**config.mk**
```make
export PLATFORM = sky130hd
export DESIGN_NAME = cmc_console_ctrl
export DESIGN_NICKNAME = d
export VERILOG_FILES = /design/src/inc/cmc_pkg.sv /design/src/hdl/cmc_console_ctrl.sv /design/src/hdl/cmc_press_sync.sv
export VERILOG_INCLUDE_DIRS = /design/src /design/src/inc
export SDC_FILE = /design/constraint.sdc
export NUM_CORES = 1
export LEC_CHECK = 0
export BUFFER_PORTS_ARGS = -buffer_cell sky130_fd_sc_hd__buf_2
export CORE_MARGIN = 2
export CORE_UTILIZATION = 45
export DETAILED_ROUTE_END_ITERATION = 8
export PLACE_DENSITY = 0.77
export RECOVER_POWER = 100
export SLEW_MARGIN = 30
export SYNTH_ARGS = -nofsm -noshare
export SYNTH_HDL_FRONTEND = slang
export SYNTH_SLANG_ARGS = --single-unit
```
**constraint.sdc**
```tcl
create_clock -name clock_i -period 11.8 [get_ports clock_i]
set_input_delay 2.36 -clock clock_i [delete_from_list [all_inputs] [get_ports clock_i]]
set_output_delay 2.36 -clock clock_i [all_outputs]
set_load 0.005 [all_outputs]
```
**src/inc/cmc_defines.svh**
```systemverilog
// Purpose: Console maintenance control constants
// Assumes: 64-bit words, 18-bit addresses
// Notes:   Offsets, positions and counts as macros
// Functional notes
// RULE1: Load: halt, reset, clock start, pulse
// RULE2: Exchange stops I/O, clears control words
// RULE3: Exchange writes synthetic word, starts read
// RULE4: First word at 4, refill from 4
// RULE5: Initial-start fetches via location 4
// RULE6: Index test runs until error or normal
// RULE7: Display loads addressed word, skips excluded
// RULE8: Consecutive display increments, then loads
// RULE9: Store switches, never to location 1
// RULE10: Consecutive store increments, never location 1
// RULE11: Entry loads buffer one for execution
// RULE12: Ring buttons need scan test, maintenance
// RULE13: Scan needs stop, maintenance, no inhibit
// RULE14: Inject-on sets bit 58 when permitted
// RULE15: Inject-off clears bit 58 when permitted
// RULE16: One instruction: start, then halt
// RULE17: Slow clock pulses at one third
// RULE18: Stopped clock: 1-3 alternating pulses
// RULE19: Master reset clears all, sets halts
// RULE20: Computer reset keeps errors; error reset
// RULE21: Stop after stop-phase; restart if button-stopped
// RULE22: Halt stops lookahead; start resumes, recovering
// RULE23: One press, one single-cycle request
`ifndef CMC_DEFINES_SVH
`define CMC_DEFINES_SVH
`define CMC_DATA_W 64
`define CMC_ADDR_W 18
`define CMC_LOAD_ADDR 18'h00004
`define CMC_PROT_ADDR 18'h00001
`define CMC_SKIP_ADDR_A 18'h00003
`define CMC_SKIP_LO 18'h00005
`define CMC_SKIP_HI 18'h0000c
`define CMC_INJ_BIT 58
`define CMC_SLOW_DIV 2'h3
`define CMC_NUM_BUTTONS 24
`define CMC_DATA_PAT_01 64'h5555555555555555
`define CMC_DATA_PAT_10 64'haaaaaaaaaaaaaaaa
// Button indices into the raw button bus
`define CMC_B_LOAD 0
`define CMC_B_XSTEST 1
`define CMC_B_SHOW 2
`define CMC_B_CSHOW 3
`define CMC_B_WRITE 4
`define CMC_B_CWRITE 5
`define CMC_B_ENTRY 6
`define CMC_B_RRESET 7
`define CMC_B_RSTEP 8
`define CMC_B_SCAN 9
`define CMC_B_INJON 10
`define CMC_B_INJOFF 11
`define CMC_B_ONEOP 12
`define CMC_B_PULSE1 13
`define CMC_B_PULSE2 14
`define CMC_B_PULSE3 15
`define CMC_B_MRESET 16
`define CMC_B_ERRCLR 17
`define CMC_B_CRESET 18
`define CMC_B_CSTART 19
`define CMC_B_CSTOP 20
`define CMC_B_PSTART 21
`define CMC_B_PHALT 22
`define CMC_B_SLOW 23
`endif

```
**src/inc/cmc_pkg.sv**
```systemverilog
// Purpose: Types for the console maintenance control block
// Assumes: Nothing beyond the defines header
// Notes:   Sequencer states and switch position encodings
package cmc_pkg;
  // Manual sequencer states
  typedef enum logic [2:0] {
    CMC_IDLE    = 3'b000,
    CMC_LD_HALT = 3'b001,
    CMC_LD_RST  = 3'b010,
    CMC_LD_CLK  = 3'b011,
    CMC_LD_WAIT = 3'b100,
    CMC_ONEOP   = 3'b101
  } cmc_state_type;
  // Three-position switch encoding
  typedef enum logic [1:0] {
    CMC_SW_NORMAL = 2'b00,
    CMC_SW_UP     = 2'b01,
    CMC_SW_DOWN   = 2'b10
  } cmc_sw_type;
endpackage

```
**src/hdl/cmc_console_ctrl.sv**
```systemverilog
// Purpose: Maintenance console pushbutton control
// Assumes: Switches are slow levels; strobes are on clock_i
// Notes:   One-cycle storage requests; reads answer on mem_rvalid_i
`timescale 1ns/1ps
`include "cmc_defines.svh"
module cmc_console_ctrl
  import cmc_pkg::*;
#(
  parameter int DW = `CMC_DATA_W,     // Data word width
  parameter int AW = `CMC_ADDR_W      // Address width
)
(
  input  wire logic                        clock_i, // Clock
  input  wire logic                        rst_i, // Async reset
  input  wire logic                        ce_i, // Clock enable
  input  wire logic [`CMC_NUM_BUTTONS-1:0] buttons_i, // Raw pushbuttons
  input  wire logic                        maintenance_state_switch, // Maintenance
  input  wire logic                        fault_injection_permit, // Injection allowed
  input  wire logic                        scan_test_switch_i, // Scan test
  input  wire logic                        scan_inhibit_i, // Scan inhibit
  input  wire logic                        xs_read_sw_i, // Index read test
  input  wire logic                        xs_write_sw_i, // Index write test
  input  wire logic                        xs_err_stop_sw_i, // Stop on error
  input  wire logic                        xs_error_i, // Index parity error
  input  wire logic [DW-1:0]               operator_data_switches, // Data keys
  input  wire logic [AW-1:0]               operator_address_switches, // Operator_address_switches
  input  wire logic [1:0]                  data_pattern_sw01_i, // Pattern 01
  input  wire logic [1:0]                  data_pattern_sw10_i, // Pattern 10
  input  wire logic                        clock_stop_phase_pulse, // Stop phase
  input  wire logic                        phase_b_i, // Phase is B
  input  wire logic                        initial_start_i, // Load done
  input  wire logic                        mem_rvalid_i, // Read valid
  input  wire logic [DW-1:0]               mem_rdata_i, // Read data
  input  wire logic                        iunit_valid_i, // I unit valid
  input  wire logic                        buf_empty_i, // A buffer empty
  output logic                             mem_rd_o, // Read request
  output logic                             mem_wr_o, // Write request
  output logic [AW-1:0]                    mem_addr_o, // Storage address
  output logic [DW-1:0]                    transfer_reg_o, // Transfer register
  output logic [DW-1:0]                    instruction_buffer_one, // Buffer one
  output logic [DW-1:0]                    instruction_buffer_two, // Buffer two
  output logic [AW-1:0]                    panel_addr_o, // Panel counter
  output logic                             load_start_o, // Load pulse
  output logic                             load_fetch_o, // Fetch via 4
  output logic                             entered_inst_o, // Entry pending
  output logic                             xs_cycle_o, // Index test cycle
  output logic                             xs_rcw_o, // Read-clear-write
  output logic                             ring_reset_o, // Ring reset
  output logic                             ring_step_o, // Ring step
  output logic                             scan_start_o, // Scan start
  output logic                             inject_bit_o, // Boundary bit 58
  output logic                             ctl_pulse_o, // Controlled pulse
  output logic                             ctl_phase_b_o, // Pulse phase
  output logic                             clock_running_o, // Clock on
  output logic                             program_halt_o, // Program halt
  output logic                             halt_required_o, // Halt required
  output logic                             recovery_req_o, // Recovery required
  output logic                             recovery_go_o, // Start recovery
  output logic                             lookahead_load_o, // Lookahead load
  output logic                             fetch_next_o, // Fetch to I unit
  output logic                             indicator_clr_o, // Clear indicators
  output logic                             control_clr_o, // Clear controls
  output logic                             error_clr_o // Clear errors
);
  if (DW < 64 || AW < 4) $error("Widths too small");

  logic [`CMC_NUM_BUTTONS-1:0] lvl; // Held levels
  logic [`CMC_NUM_BUTTONS-1:0] prs; // Press pulses
  cmc_state_type               st_q; // Sequencer state
  logic [DW-1:0]               mod_data; // Modified data keys
  logic                        shown_q; // Display load pending
  logic                        stop_req_q; // Stop awaits stop phase
  logic                        btn_stop_q; // Stopped by button
  logic [1:0]                  pulses_q; // Pulses owed
  logic [1:0]                  slow_q; // Slow divider
  logic                        xs_run_q; // Index test running
  logic                        maint; // Maintenance level
  logic                        clk_stopped; // Clock stopped
  logic [AW-1:0]               next_addr; // Counter plus one

  // Synchronised presses; switches are taken as slow levels
  cmc_press_sync #(.N(`CMC_NUM_BUTTONS)) u_sync
  (
    .clock_i (clock_i),
    .rst_i   (rst_i),
    .ce_i    (ce_i),
    .raw_i   (buttons_i),
    .level_o (lvl),
    .press_o (prs)
  );

  assign maint       = maintenance_state_switch;
  assign clk_stopped = ~clock_running_o;
  assign next_addr   = panel_addr_o + AW'(1);

  // Pattern switches: both up gives zeros, both down ones, else OR patterns
  always_comb
  begin
    mod_data = operator_data_switches;
    if (data_pattern_sw01_i == CMC_SW_UP && data_pattern_sw10_i == CMC_SW_UP)
      mod_data = '0;
    else if (data_pattern_sw01_i == CMC_SW_DOWN && data_pattern_sw10_i == CMC_SW_DOWN)
      mod_data = '1;
    else if (data_pattern_sw01_i == CMC_SW_DOWN)
      mod_data = operator_data_switches | DW'(`CMC_DATA_PAT_01);
    else if (data_pattern_sw10_i == CMC_SW_DOWN)
      mod_data = operator_data_switches | DW'(`CMC_DATA_PAT_10);
  end

  // Excluded locations read nothing back on display; consecutive display still reads them
  function automatic logic show_ok(input logic [AW-1:0] a);
    show_ok = !(a == AW'(`CMC_PROT_ADDR) || a == AW'(`CMC_SKIP_ADDR_A) ||
                (a >= AW'(`CMC_SKIP_LO) && a <= AW'(`CMC_SKIP_HI)));
  endfunction

  // Initial load and single-operation sequencer
  always_ff @(posedge clock_i or posedge rst_i)
  begin
    if (rst_i)
    begin
      st_q         <= CMC_IDLE;
      load_start_o <= 1'b0;
      load_fetch_o <= 1'b0;
    end
    else if (ce_i)
    begin
      load_start_o <= 1'b0;
      load_fetch_o <= 1'b0;
      unique case (st_q)
        CMC_IDLE:
        begin
          if (prs[`CMC_B_LOAD])
            st_q <= CMC_LD_HALT;      // RULE1
          else if (prs[`CMC_B_ONEOP])
            st_q <= CMC_ONEOP;
        end
        CMC_LD_HALT: st_q <= CMC_LD_RST;  // RULE1
        CMC_LD_RST:  st_q <= CMC_LD_CLK;  // RULE1
        CMC_LD_CLK:
        begin
          load_start_o <= 1'b1;       // RULE1
          st_q         <= CMC_LD_WAIT;
        end
        CMC_LD_WAIT:
        begin
          // Exchange does the load itself and reports back
          if (initial_start_i)
          begin
            load_fetch_o <= 1'b1;     // RULE5
            st_q         <= CMC_IDLE;
          end
        end
        CMC_ONEOP:   st_q <= CMC_IDLE;    // RULE16
        default:     st_q <= CMC_IDLE;
      endcase
    end
  end

  // Resets: master from button or load sequence, computer, error-only
  always_ff @(posedge clock_i or posedge rst_i)
  begin
    if (rst_i)
    begin
      indicator_clr_o <= 1'b0;
      control_clr_o   <= 1'b0;
      error_clr_o     <= 1'b0;
    end
    else if (ce_i)
    begin
      indicator_clr_o <= prs[`CMC_B_MRESET] | prs[`CMC_B_CRESET] | (st_q == CMC_LD_RST);  // RULE19 RULE20
      control_clr_o   <= prs[`CMC_B_MRESET] | prs[`CMC_B_CRESET] | (st_q == CMC_LD_RST);  // RULE19 RULE20
      error_clr_o     <= prs[`CMC_B_MRESET] | prs[`CMC_B_ERRCLR] | (st_q == CMC_LD_RST);  // RULE19 RULE20
    end
  end

  // Program halt, halt required and recovery triggers
  always_ff @(posedge clock_i or posedge rst_i)
  begin
    if (rst_i)
    begin
      program_halt_o   <= 1'b1;
      halt_required_o  <= 1'b1;
      recovery_req_o   <= 1'b1;
      recovery_go_o    <= 1'b0;
      lookahead_load_o <= 1'b0;
      fetch_next_o     <= 1'b0;
    end
    else if (ce_i)
    begin
      recovery_go_o    <= 1'b0;
      lookahead_load_o <= 1'b0;
      fetch_next_o     <= 1'b0;
      if (prs[`CMC_B_MRESET] | prs[`CMC_B_CRESET] | (st_q == CMC_LD_RST))
      begin
        program_halt_o  <= 1'b1;      // RULE19 RULE20
        halt_required_o <= 1'b1;
        recovery_req_o  <= 1'b1;
      end
      else if (prs[`CMC_B_PHALT] | (st_q == CMC_LD_HALT))
      begin
        program_halt_o  <= 1'b1;      // RULE22 RULE1
        halt_required_o <= 1'b1;
      end
      else if (prs[`CMC_B_PSTART])
      begin
        // Invalid I unit contents are rebuilt before loading resumes
        recovery_go_o   <= recovery_req_o | ~iunit_valid_i;  // RULE22
        recovery_req_o  <= 1'b0;
        program_halt_o  <= 1'b0;      // RULE22
        halt_required_o <= 1'b0;
      end
      else if (st_q == CMC_ONEOP)
      begin
        // Behaves as a start immediately followed by a halt
        recovery_go_o    <= recovery_req_o | ~iunit_valid_i;  // RULE16
        recovery_req_o   <= 1'b0;
        lookahead_load_o <= 1'b1;     // RULE16
        fetch_next_o     <= buf_empty_i;  // RULE16
        program_halt_o   <= 1'b1;
      end
      else if (load_fetch_o)
        program_halt_o <= 1'b0;       // RULE5
      else if (prs[`CMC_B_SHOW] | prs[`CMC_B_CSHOW] | prs[`CMC_B_WRITE] | prs[`CMC_B_CWRITE])
        recovery_req_o <= 1'b1;       // Manual operations spoil the I unit
    end
  end

  // Display, store and instruction entry datapath
  always_ff @(posedge clock_i or posedge rst_i)
  begin
    if (rst_i)
    begin
      mem_rd_o               <= 1'b0;
      mem_wr_o               <= 1'b0;
      mem_addr_o             <= '0;
      transfer_reg_o         <= '0;
      instruction_buffer_one <= '0;
      instruction_buffer_two <= '0;
      panel_addr_o           <= '0;
      shown_q                <= 1'b0;
      entered_inst_o         <= 1'b0;
    end
    else if (ce_i)
    begin
      mem_rd_o <= 1'b0;
      mem_wr_o <= 1'b0;
      if (prs[`CMC_B_SHOW])
      begin
        instruction_buffer_two <= transfer_reg_o; // RULE7
        panel_addr_o           <= operator_address_switches; // RULE7
        mem_addr_o             <= operator_address_switches;
        mem_rd_o               <= show_ok(operator_address_switches); // RULE7
        shown_q                <= show_ok(operator_address_switches);
      end
      else if (prs[`CMC_B_CSHOW])
      begin
        instruction_buffer_two <= transfer_reg_o; // RULE8
        panel_addr_o           <= next_addr; // RULE8
        mem_addr_o             <= next_addr;
        mem_rd_o               <= 1'b1; // RULE8
        shown_q                <= 1'b1;
      end
      else if (prs[`CMC_B_WRITE])
      begin
        transfer_reg_o         <= mod_data; // RULE9
        instruction_buffer_one <= mod_data;
        panel_addr_o           <= operator_address_switches; // RULE9
        mem_addr_o             <= operator_address_switches;
        mem_wr_o               <= (operator_address_switches != AW'(`CMC_PROT_ADDR)); // RULE9
      end
      else if (prs[`CMC_B_CWRITE])
      begin
        transfer_reg_o         <= mod_data; // RULE10
        instruction_buffer_one <= mod_data;
        panel_addr_o           <= next_addr; // RULE10
        mem_addr_o             <= next_addr;
        mem_wr_o               <= (next_addr != AW'(`CMC_PROT_ADDR)); // RULE10
      end
      else if (prs[`CMC_B_ENTRY])
      begin
        instruction_buffer_one <= mod_data; // RULE11
        entered_inst_o         <= 1'b1; // RULE11
      end
      else if (mem_rvalid_i && shown_q)
      begin
        transfer_reg_o         <= mem_rdata_i; // RULE7 RULE8
        instruction_buffer_one <= mem_rdata_i;
        shown_q                <= 1'b0;
      end
      else if (prs[`CMC_B_PSTART] | prs[`CMC_B_ONEOP])
        entered_inst_o <= 1'b0;       // Entered word is executed first
    end
  end

  // Index storage test runs until error stop or switch normal
  always_ff @(posedge clock_i or posedge rst_i)
  begin
    if (rst_i)
    begin
      xs_run_q   <= 1'b0;
      xs_cycle_o <= 1'b0;
      xs_rcw_o   <= 1'b0;
    end
    else if (ce_i)
    begin
      if (!(xs_read_sw_i | xs_write_sw_i) || (xs_error_i && xs_err_stop_sw_i))
        xs_run_q <= 1'b0;             // RULE6
      else if (prs[`CMC_B_XSTEST] && maint)
        xs_run_q <= 1'b1;             // RULE6
      xs_cycle_o <= xs_run_q & (xs_read_sw_i | xs_write_sw_i);  // RULE6
      xs_rcw_o   <= xs_write_sw_i;
    end
  end

  // Scan ring control and error injection bit
  always_ff @(posedge clock_i or posedge rst_i)
  begin
    if (rst_i)
    begin
      ring_reset_o <= 1'b0;
      ring_step_o  <= 1'b0;
      scan_start_o <= 1'b0;
      inject_bit_o <= 1'b0;
    end
    else if (ce_i)
    begin
      ring_reset_o <= prs[`CMC_B_RRESET] & scan_test_switch_i & maint;  // RULE12
      ring_step_o  <= prs[`CMC_B_RSTEP] & scan_test_switch_i & maint;   // RULE12
      scan_start_o <= prs[`CMC_B_SCAN] & clk_stopped & maint & ~scan_inhibit_i;  // RULE13
      if (maint && fault_injection_permit)
      begin
        if (prs[`CMC_B_INJON])
          inject_bit_o <= 1'b1;       // RULE14
        else if (prs[`CMC_B_INJOFF])
          inject_bit_o <= 1'b0;       // RULE15
      end
    end
  end

  // Controlled clock: stop, start, slow rate and manual pulses
  always_ff @(posedge clock_i or posedge rst_i)
  begin
    if (rst_i)
    begin
      clock_running_o <= 1'b1;
      stop_req_q      <= 1'b0;
      btn_stop_q      <= 1'b0;
      pulses_q        <= 2'h0;
      slow_q          <= 2'h0;
      ctl_pulse_o     <= 1'b0;
      ctl_phase_b_o   <= 1'b0;
    end
    else if (ce_i)
    begin
      ctl_pulse_o <= 1'b0;
      if (st_q == CMC_LD_CLK)
      begin
        clock_running_o <= 1'b1;      // RULE1
        stop_req_q      <= 1'b0;
        btn_stop_q      <= 1'b0;
      end
      else if (prs[`CMC_B_CSTART] && btn_stop_q)
      begin
        clock_running_o <= 1'b1;      // RULE21
        btn_stop_q      <= 1'b0;
      end
      else if (prs[`CMC_B_CSTOP] && clock_running_o)
        stop_req_q <= 1'b1;           // RULE21
      else if (stop_req_q && clock_stop_phase_pulse)
      begin
        clock_running_o <= 1'b0;      // RULE21
        stop_req_q      <= 1'b0;
        btn_stop_q      <= 1'b1;
      end
      // Manual pulses alternate phase from the current one
      if (clk_stopped && pulses_q == 2'h0)
      begin
        if (prs[`CMC_B_PULSE1])
          pulses_q <= 2'h1;           // RULE18
        else if (prs[`CMC_B_PULSE2])
          pulses_q <= 2'h2;           // RULE18
        else if (prs[`CMC_B_PULSE3])
          pulses_q <= 2'h3;           // RULE18
        ctl_phase_b_o <= phase_b_i;
      end
      else if (clk_stopped)
      begin
        pulses_q    <= pulses_q - 2'h1;  // RULE18
        ctl_pulse_o <= 1'b1;
        if (ctl_pulse_o)
          ctl_phase_b_o <= ~ctl_phase_b_o;  // RULE18
      end
      else
      begin
        // One pulse in three while the slow button is held
        pulses_q <= 2'h0;
        slow_q   <= (slow_q == `CMC_SLOW_DIV - 2'h1) ? 2'h0 : slow_q + 2'h1;
        ctl_pulse_o <= ~lvl[`CMC_B_SLOW] | (slow_q == 2'h0);  // RULE17
        ctl_phase_b_o <= phase_b_i;
      end
    end
  end
endmodule

```
**src/hdl/cmc_press_sync.sv**
```systemverilog
// Purpose: Synchronise and edge-detect the operator pushbuttons
// Assumes: Buttons are asynchronous levels, active high while held
// Notes:   Three flops; a press counts once stages two and three agree
`timescale 1ns/1ps
module cmc_press_sync
#(
  parameter int N = 24                // Number of buttons
)
(
  input  wire logic         clock_i,  // System clock
  input  wire logic         rst_i,    // Asynchronous reset
  input  wire logic         ce_i,     // Clock enable
  input  wire logic [N-1:0] raw_i,    // Raw button levels
  output logic      [N-1:0] level_o,  // Filtered level
  output logic      [N-1:0] press_o   // One-cycle press pulse
);
  if (N < 1) $error("N must be positive");

  genvar g;
  generate
    for (g = 0; g < N; g++)
    begin : g_btn
      logic s1_q;                     // Metastability stage, read by s2 only
      logic s2_q;                     // Second stage
      logic s3_q;                     // Third stage
      logic lvl_q;                    // Agreed level
      // Shift the button through three stages
      always_ff @(posedge clock_i or posedge rst_i)
      begin
        if (rst_i)
        begin
          s1_q <= 1'b0;
          s2_q <= 1'b0;
          s3_q <= 1'b0;
        end
        else if (ce_i)
        begin
          s1_q <= raw_i[g];
          s2_q <= s1_q;
          s3_q <= s2_q;
        end
      end
      // Level only moves when two and three agree; rising edge makes one pulse
      always_ff @(posedge clock_i or posedge rst_i)
      begin
        if (rst_i)
        begin
          lvl_q      <= 1'b0;
          press_o[g] <= 1'b0;
        end
        else if (ce_i)
        begin
          press_o[g] <= 1'b0;
          if (s2_q == s3_q)
          begin
            lvl_q      <= s3_q;
            press_o[g] <= s3_q & ~lvl_q;  // RULE23
          end
        end
      end
      assign level_o[g] = lvl_q;
    end
  endgenerate
endmodule

```
==> results of run 1 <==
## layout by cell type (no fill, tap or decap), types with 4 or more instances in the layout
master	count
o21ai_0	183
clkbuf_16	40
mux2_2	117
nor3_1	6
buf_2	305
clkbuf_1	151
nand2_1	53
a21oi_1	316
a22o_1	4
nand3_1	21
nand2b_1	10
nand4_1	10
o211ai_1	4
bufinv_16	6
nand4b_1	25
a2bb2oi_1	7
nor4_1	5
inv_1	63
diode_2	11
a31oi_1	7
o22ai_1	8
dfrtp_1	358
xnor2_1	6
nor2_1	284
clkbuf_8	7
buf_4	11
## flip-flops by register name, summed over array words and instances, names as in the netlist, 2 cells and up
signal	count
instruction_buffer_one	64
instruction_buffer_two	64
panel_addr_o	18
pulses_q	2
slow_q	2
st_q	3
transfer_reg_o	64
u_sync.g_btn.lvl_q	24
u_sync.g_btn.s1_q	24
u_sync.g_btn.s2_q	24
u_sync.g_btn.s3_q	24
u_sync.press_o	23
## layout make-up
cell class                      count  area, um^2  share of cell area (%)
Multi-Input combinational cell   1129        6460                    32.3
Sequential cell                   362        9060                    45.4
Antenna cell                       11        27.5                   0.138
Timing Repair Buffer              460        2180                    10.9
Tap cell                          461         577                    2.89
Clock buffer                       58        1140                    5.70
Clock inverter                     15         292                    1.46
Inverter                           64         241                    1.21
## cell families after synthesis
logic type      share of synthesized area (%)
compound gates                           18.0
simple gates                             12.5
flops                                    55.2
buf+inv                                  5.64
mux                                      8.16
xor+xnor                                0.320
fa+ha+maj                               0.229
## layer usage
metal  share of wire, %  wire length (um)  vias up
met5                  0                 0        -
met4                4.9              2370        0
met3                6.5              3140      134
met2                 49             23600      553
met1                 40             19400     6862
li1                   -                 -     6606
## worst reg2reg max path: cells and delay by family (launching register included)
family | cells | cell delay (ns)
DFF | 1 | 0.47
buffers and inverters | 1 | 3.06
muxes | 1 | 0.77
AOI/OAI and AO/OA | 1 | 0.15
## power breakdown
part           leakage (nW)  switching [W]  total (W)  internal, W
Combinational          3.75       0.000887    0.00159     0.000707
Sequential             4.22       0.000424    0.00215      0.00172
Clock                 0.684       0.000529    0.00134     0.000813
Total                  8.65        0.00184    0.00508      0.00324
## stage by stage
stage / hold WS [ns] / instances / power (W)
final: 0.478 / 2560 / 0.00508
after global routing: 0.506 / 2558 / 0.00540
after CTS: 0.484 / 2548 / 0.00515
after detailed placement: 0.470 / 2475 / 0.00379
after global placement: 0.456 / 2475 / 0.00370
after floorplan: 0.446 / 1696 / 0.00305
## worst max path at each step
| stage | slack, ns | end |
|---|---|---|
| 2_1_floorplan | 4.59 | btn_stop_q |
| 3_3_place_gp | 6.90 | fetch_next_o |
| 3_5_place_dp | 6.83 | fetch_next_o |
| 4_1_cts | 7.44 | transfer_reg_o[27] |
| 5_1_grt | 3.72 | btn_stop_q |
| 6_report | 4.56 | btn_stop_q |
==> impl_metrics.py, run 1 <==
metrics = {
    "run_status": {
        "outcome": "finished with violations",
        "violations": "max-capacitance violations, max-slew violations",
    },
    "floorplanning": {
        "die_area_mm2": 0.0380,
        "row_count": 69,
        "die_w_um": 195,
        "core_mm2": 0.0357,
        "die_h_um": 195,
        "ios": 442,
        "initial_core_util_pct": 45.9,
    },
    "synth": {
        "synth_top_area_share_pct": 54.6,
        "synth.net_count": 1890,
        "synth-seq-cells": 362,
        "yosysMostFrequentCell": "dfrtp_1",
        "synth.distinct_cells": 63,
        "synth-edff-count": 0,
        "syn_inst": 1696,
        "synthTopCellsByArea": "dfrtp_1 (55%), a21oi_1 (9.7%), mux2_2 (8.1%)",
        "synthTopCellsByCount": "dfrtp_1 (358), a21oi_1 (317), nor2_1 (285), o21ai_0 (182), mux2_2 (118)",
        "syn_area_mm2": 0.0164,
        "synth_ff_type": "dfrtp_1",
        "synth_top_area_cell": "dfrtp_1",
        "async_flop_share_pct": 100,
        "seq_area_frac_synth_pct": 55.2,
        "synth_warnings": 0,
        "syn_avg_cell_area_um2": 9.67,
    },
    "worst_setup_path": {
        "criticalPathCategory": "input pin to flip-flop",
        "cp_max_fo": 99,
        "path_cells": "clkbuf_1 -> buf_4 -> clkbuf_1 -> nand2b_1 -> nor2_1 -> a31oi_1 -> a21boi_0",
        "r2r_slack_ns": 7.27,
        "crit_top_cell": "clkbuf_1",
        "critPathCaptureType": "flip-flop",
        "worstReg2RegEnd": "instruction_buffer_two[8]",
        "crit_family": "buffers and inverters",
        "cp.depth": 7,
        "cp_slowest_cell": "clkbuf_1",
        "crit_buf_inv": 3,
        "critPathLaunch": "ce_i",
        "reg2reg_from": "u_sync.press_o[2]",
        "cp-start-kind": "input pin",
        "rr_worst_depth": 3,
        "cp_slowest_stage_delay_ns": 2.33,
        "arrival_ns": 7.68,
        "required_ns": 12.24,
    },
    "timing": {
        "slew_headroom_pct": -193,
        "layout_min_cycle_time_ns": 7.24,
        "finClkSkew_ns": 0.0171,
        "hold_viol_final": 0,
        "max_freq_ghz": 0.138,
        "max_slew.worst_pin.slew_ns": 4.40,
        "finalWorstSetupSlack_ns": 4.56,
        "fin_crit_sh_pct": 61.4,
        "finalSetupTns_ns": 0,
        "drv_slew": 467,
        "setup-violations-final": 0,
        "rsz0062_at_grt": "no",
    },
    "placed_design": {
        "io_buffers": 441,
        "gp_congestion": 0.894,
        "dpl_worst_slack_ns": 6.83,
        "placed_area_mm2": 0.0187,
        "hpwl_um": 33500,
    },
    "routing": {
        "postRouteAntennaNets": 0,
        "routed_via_density": 5.53,
        "vias": 14200,
        "routed_wirelength_um": 48500,
        "routedWlPerCell_um": 18.9,
        "first_pass_iters": 5,
        "drc": 0,
        "drt_iter0_drc": 1004,
    },
    "final_layout": {
        "postLayoutCellArea_mm2": 0.0200,
        "fin_util_pct": 55.9,
        "drive_gt1_share_pct": 24.6,
        "nets": 2251,
        "fillCellCount": 3142,
        "area_delta_synth_final_pct": 21.8,
    },
    "run": {
        "drv_cap": 8,
    },
    "clock_network": {
        "post_cts_resized": 0,
        "cts_buffer_depth": 3,
        "cts_tree": "built",
        "cts_hold_buf": 0,
        "cts_buffers": 40,
        "clock_latency_ns": 0.57,
        "htreeDepth": 2,
        "post_cts_buffers": 0,
        "cts.sinks": 362,
        "clockRootBuffer": "clkbuf_16",
        "cts.reportedPaths.clkPinSlew_ns": 0.06,
    },
    "grt": {
        "grt_pass1_wl_um": 74700,
        "met1_usage_pct": 31.3,
        "overflow": 0,
        "met2_usage_pct": 41.2,
        "antenna_found_initial": 12,
        "gr-max-usage-layer": "met2",
        "grtUsageTotal_pct": 25.0,
        "grt_max_degree": 100,
        "grt.met3_usage_pct": 4.70,
        "grt_pass1_vias": 13700,
    },
    "power_and_ir_drop": {
        "vdd_drop_max_mv": 0.165,
        "pwr_density_cell_mw_per_mm2": 254,
        "p_leak_nw": 8.65,
    },
    "hold_path": {
        "worstHoldPathCells": 2,
        "min_to": "u_sync.g_btn[23].s2_q",
        "min_from": "u_sync.g_btn[23].s1_q",
        "min_path_type": "flip-flop to flip-flop",
    },
}
Power figures use the tool's default switching activity.
==> inputs of run 2 (changes only) <==
- clock period: 11.8 -> 6.65 ns (I/O delays scaled with it)
==> run 2 against run 1 <==
Compared with the run above: the flow still finishes with violations (max-capacitance violations, max-slew violations); power rose by 75%; via count up 0.86%; cell area down 0.36%; flip-flop and latch count unchanged; critical path depth decreased by 1; critical endpoint is now transfer_reg_o[58]; largest cell class unchanged; highest routed layer unchanged.
==> impl_metrics.py, run 2 (same netlist as run 1, synthesis figures left out) <==
metrics = {
    "final_layout": {
        "layout_common_cells": "dfrtp_1 (358), a21oi_1 (316), buf_2 (294)",
        "fin_util_pct": 55.7,
        "nets": 2252,
        "top_regs": "instruction_buffer_one x64, instruction_buffer_two x64, transfer_reg_o x64",
        "drive_gt1_share_pct": 24.4,
        "area_delta_synth_final_pct": 21.3,
        "final_common_cell": "dfrtp_1",
    },
    "clock_network": {
        "cts.sinks": 362,
        "cts_buffers": 40,
        "htreeDepth": 2,
        "cts_buffer_depth": 3,
        "post_cts_buffers": 0,
        "cts_hold_buf": 0,
        "cts.reportedPaths.clkPinSlew_ns": 0.06,
        "clock_latency_ns": 0.56,
        "clockRootBuffer": "clkbuf_16",
        "cts_tree": "built",
        "post_cts_resized": 0,
    },
    "routing": {
        "routedWlPerCell_um": 18.8,
        "routed_via_density": 5.58,
        "vias": 14300,
        "routed_wirelength_um": 48000,
        "postRouteAntennaNets": 0,
        "drt_iter0_drc": 815,
        "first_pass_iters": 5,
        "drc": 0,
    },
    "timing": {
        "layout_min_cycle_time_ns": 4.37,
        "hold_viol_final": 0,
        "finClkSkew_ns": 0.0218,
        "rsz0062_at_grt": "no",
        "slew_headroom_pct": -88.7,
        "drv_slew": 272,
        "finalSetupTns_ns": 0,
        "max_freq_ghz": 0.229,
        "setup-violations-final": 0,
        "fin_crit_sh_pct": 65.8,
        "max_slew.worst_pin.slew_ns": 2.83,
    },
    "floorplanning": {
        "core_mm2": 0.0357,
        "die_h_um": 195,
        "initial_core_util_pct": 45.9,
        "die_w_um": 195,
        "die_area_mm2": 0.0380,
        "ios": 442,
        "row_count": 69,
    },
    "power_and_ir_drop": {
        "p_sw_w": 0.00324,
        "pwr_density_cell_mw_per_mm2": 446,
        "combPwrFrac_pct": 31.6,
        "p_int_w": 0.00564,
        "switching_share_pct": 36.5,
        "pwr-share-clk_pct": 25.6,
        "vdd_drop_max_mv": 0.266,
        "p_leak_nw": 8.62,
        "p_seq_share_pct": 42.8,
    },
    "grt": {
        "grtUsageTotal_pct": 24.6,
        "antenna_found_initial": 9,
        "grt_max_degree": 166,
        "grt_pass1_wl_um": 74300,
        "overflow": 0,
        "grt_pass1_vias": 13600,
    },
    "worst_setup_path": {
        "criticalPathCategory": "input pin to flip-flop",
        "arrival_ns": 4.81,
        "cp-start-kind": "input pin",
        "required_ns": 7.08,
        "cp_max_fo": 128,
        "critPathCaptureType": "flip-flop",
    },
    "run_status": {
        "violations": "max-capacitance violations, max-slew violations",
        "outcome": "finished with violations",
    },
    "hold_path": {
        "min_path_type": "flip-flop to flip-flop",
    },
    "run": {
        "drv_cap": 4,
    },
    "placed_design": {
        "io_buffers": 441,
        "gp_congestion": 0.983,
        "hpwl_um": 32900,
    },
}
[run 2: layer usage]
metal	share of wire (%)	up-vias	track usage, %
met5	0	-	0
met1	39	6939	31.0
met2	49	615	40.3
met3	7.4	127	4.91
li1	-	6596	-
met4	4.8	0	13.1
[run 2: layout make-up]
type	instances	area (um^2)
diodes	8	20.0
fillers	3178	15800
inverters	64	241
clock buffers	61	1220
multi-input cells	1129	6450
flip-flops and latches	362	9060
well taps	461	577
clock inverters	11	145
repair buffers	461	2190
[run 2: final timing paths]
check                                 startpoint                     to  slack [ns]  cells past startpoint
hold / removal             u_sync.g_btn[19].s1_q  u_sync.g_btn[19].s2_q        0.48                      2
setup / recovery                            ce_i     transfer_reg_o[58]        2.28                      6
setup reg to reg               u_sync.press_o[2]     transfer_reg_o[58]        3.20                      6
max in group asynchronous                  rst_i     transfer_reg_o[12]        2.53                      4
hold reg to reg            u_sync.g_btn[19].s1_q  u_sync.g_btn[19].s2_q        0.48                      2
min in group asynchronous                  rst_i   u_sync.g_btn[2].s1_q        0.68                      2
[run 2: power groups by stage]
stage	Sequential, W	Combinational [W]	Clock [W]
2_1_floorplan	0.00363	0.00178	0
3_3_place_gp	0.00376	0.00282	0
3_5_place_dp	0.00381	0.00292	0
4_1_cts	0.00378	0.00294	0.00231
5_1_grt	0.00392	0.00312	0.00240
6_report	0.00380	0.00280	0.00227
[run 2: stage by stage]
step	hold WS, ns	total power [W]	area, um^2	setup slack, ns	instances
final	0.481	0.00888	19900	2.28	2557
after global placement	0.461	0.00658	18700	2.74	2475
after detailed placement	0.476	0.00673	18700	2.58	2475
after CTS	0.488	0.00903	20100	3.18	2547
after global routing	0.506	0.00944	19900	1.89	2556
after floorplan	0.446	0.00541	16400	0.469	1696
[run 2: critical path: stages]
cell      delay (ns)
buf_6           0.52
nand3_1         0.36
nor2_4          0.17
clkbuf_2        1.82
nor2_1          0.17
a21oi_1         0.23
==> inputs of run 3 (changes only) <==
- PLACE_DENSITY: 0.77 -> 0.74
- clock period: 6.65 -> 4.5 ns (I/O delays scaled with it)
==> run 3 against run 2 <==
Compared with the run above: the flow still finishes with violations (max-capacitance violations, max-slew violations); sequential power rose by 48%; worst setup slack got worse by 0.80 ns; clock power increased by 56%; critical path type is now input pin to async pin.
==> impl_metrics.py, run 3 (same netlist as run 1, synthesis figures left out) <==
metrics = {
    "timing": {
        "fin_crit_sh_pct": 67.3,
        "max_freq_ghz": 0.330,
        "setup-violations-final": 0,
        "layout_min_cycle_time_ns": 3.03,
        "finClkSkew_ns": 0.0216,
        "hold_viol_final": 0,
        "drv_slew": 24,
        "max_slew.worst_pin.slew_ns": 1.68,
        "slew_headroom_pct": -12.2,
        "finalWorstSetupSlack_ns": 1.47,
        "rsz0062_at_grt": "no",
    },
    "final_layout": {
        "final_common_cell": "dfrtp_1",
        "stdcell_count": 2567,
        "fillCellCount": 3175,
        "postLayoutCellArea_mm2": 0.0201,
        "layout_common_cells": "dfrtp_1 (358), a21oi_1 (316), buf_2 (298)",
        "multi_input_area_mm2": 0.00644,
        "nets": 2256,
        "top_regs": "instruction_buffer_one x64, instruction_buffer_two x64, transfer_reg_o x64",
        "regArea_mm2": 0.00906,
        "drive_gt1_share_pct": 24.4,
        "area_delta_synth_final_pct": 22.4,
    },
    "worst_setup_path": {
        "cp_max_fo": 34,
        "r2r_slack_ns": 1.68,
        "crit_family": "buffers and inverters",
        "cp_slowest_cell": "clkbuf_1",
        "required_ns": 5.05,
        "critPathCaptureType": "async pin",
        "criticalPathCategory": "input pin to async pin",
        "rr_worst_depth": 5,
        "cp_slowest_stage_delay_ns": 1.26,
        "reg2reg_from": "panel_addr_o[1]",
        "crit_buf_inv": 4,
        "path_cells": "buf_2 -> clkinvlp_2 -> clkbuf_1 -> clkbuf_2",
        "arrival_ns": 3.57,
        "cp-start-kind": "input pin",
        "worstReg2RegEnd": "mem_wr_o",
    },
    "clock_network": {
        "cts.reportedPaths.clkPinSlew_ns": 0.06,
        "cts_tree": "built",
        "post_cts_buffers": 0,
        "htreeDepth": 2,
        "cts_buffer_depth": 3,
        "clock_latency_ns": 0.54,
        "clockRootBuffer": "clkbuf_16",
        "cts.sinks": 362,
        "post_cts_resized": 0,
        "cts_buffers": 40,
        "cts_hold_buf": 0,
    },
    "floorplanning": {
        "die_area_mm2": 0.0380,
        "row_count": 69,
        "ios": 442,
        "die_h_um": 195,
        "die_w_um": 195,
        "core_mm2": 0.0357,
        "initial_core_util_pct": 45.9,
    },
    "routing": {
        "drt_iter0_drc": 945,
        "routed_wirelength_um": 48700,
        "vias": 14200,
        "routed_via_density": 5.52,
        "routedWlPerCell_um": 19.0,
        "first_pass_iters": 5,
        "drc": 0,
        "postRouteAntennaNets": 0,
    },
    "power_and_ir_drop": {
        "p_leak_nw": 8.70,
        "vdd_drop_max_mv": 0.401,
        "pwr_density_cell_mw_per_mm2": 662,
    },
    "hold_path": {
        "min_path_type": "input pin to async pin",
    },
    "run": {
        "drv_cap": 1,
    },
    "grt": {
        "antenna_found_initial": 15,
        "overflow": 0,
        "grt_pass1_vias": 13600,
        "grt_max_degree": 172,
        "grtUsageTotal_pct": 24.8,
        "grt_pass1_wl_um": 75100,
    },
    "placed_design": {
        "placed_area_mm2": 0.0189,
        "io_buffers": 441,
        "gp_congestion": 0.918,
        "hpwl_um": 33700,
        "dpl_worst_slack_ns": 1.57,
        "place_inst": 2480,
    },
    "run_status": {
        "violations": "max-capacitance violations, max-slew violations",
        "outcome": "finished with violations",
    },
}
## run 3: worst max-delay path by stage
stage	startpoint	end	slack, ns	cells past startpoint
3_3_place_gp	ce_i	transfer_reg_o[40]	1.67	6
6_report	rst_i	instruction_buffer_one[44]	1.47	4
5_1_grt	rst_i	transfer_reg_o[46]	1.11	4
2_1_floorplan	rst_i	btn_stop_q	-1.25	1
3_5_place_dp	ce_i	transfer_reg_o[34]	1.57	6
4_1_cts	ce_i	transfer_reg_o[36]	2.13	6
## run 3: metal layers
layer	global-route usage (%)	vias to the layer above	share of wire [%]
met4	10.4	4	3.7
met2	40.8	542	48
met1	32.1	6914	41
li1	-	6610	-
met5	0	-	0.047
met3	4.86	108	6.8
## run 3: final cells by class
cell class / count / area share [%]
Sequential cell: 362 / 45.1
Multi-Input combinational cell: 1129 / 32.1
Timing Repair Buffer: 465 / 11.4
Clock buffer: 58 / 5.87
Tap cell: 461 / 2.87
Clock inverter: 16 / 1.34
Inverter: 64 / 1.20
Antenna cell: 12 / 0.150
## run 3: worst register-to-register path, delay by kind of cell (launching register included)
| family | cells | cell delay, ns |
|---|---|---|
| AOI/OAI and AO/OA | 2 | 0.65 |
| adders and majority gates | 1 | 0.38 |
| DFF | 1 | 0.53 |
| and+or+nand+nor | 2 | 1.15 |
## run 3: metrics by stage
step	utilization [%]	total power [W]	TNS, ns	hold WS (ns)
floorplan	-	0.00800	-447.85	0.446
global placement	52.8	0.00976	0	0.461
detailed placement	52.8	0.00997	0	0.468
CTS	56.8	0.0136	0	0.486
global route	56.2	0.0141	0	0.428
finish	56.2	0.0133	0	0.403
## run 3: report_power, final
group | switching (W) | internal (W) | leakage (nW)
clock | 0.00136 | 0.00218 | 0.709
sequential | 0.00112 | 0.00451 | 4.22
combinational | 0.00231 | 0.00183 | 3.77
total | 0.00478 | 0.00852 | 8.70
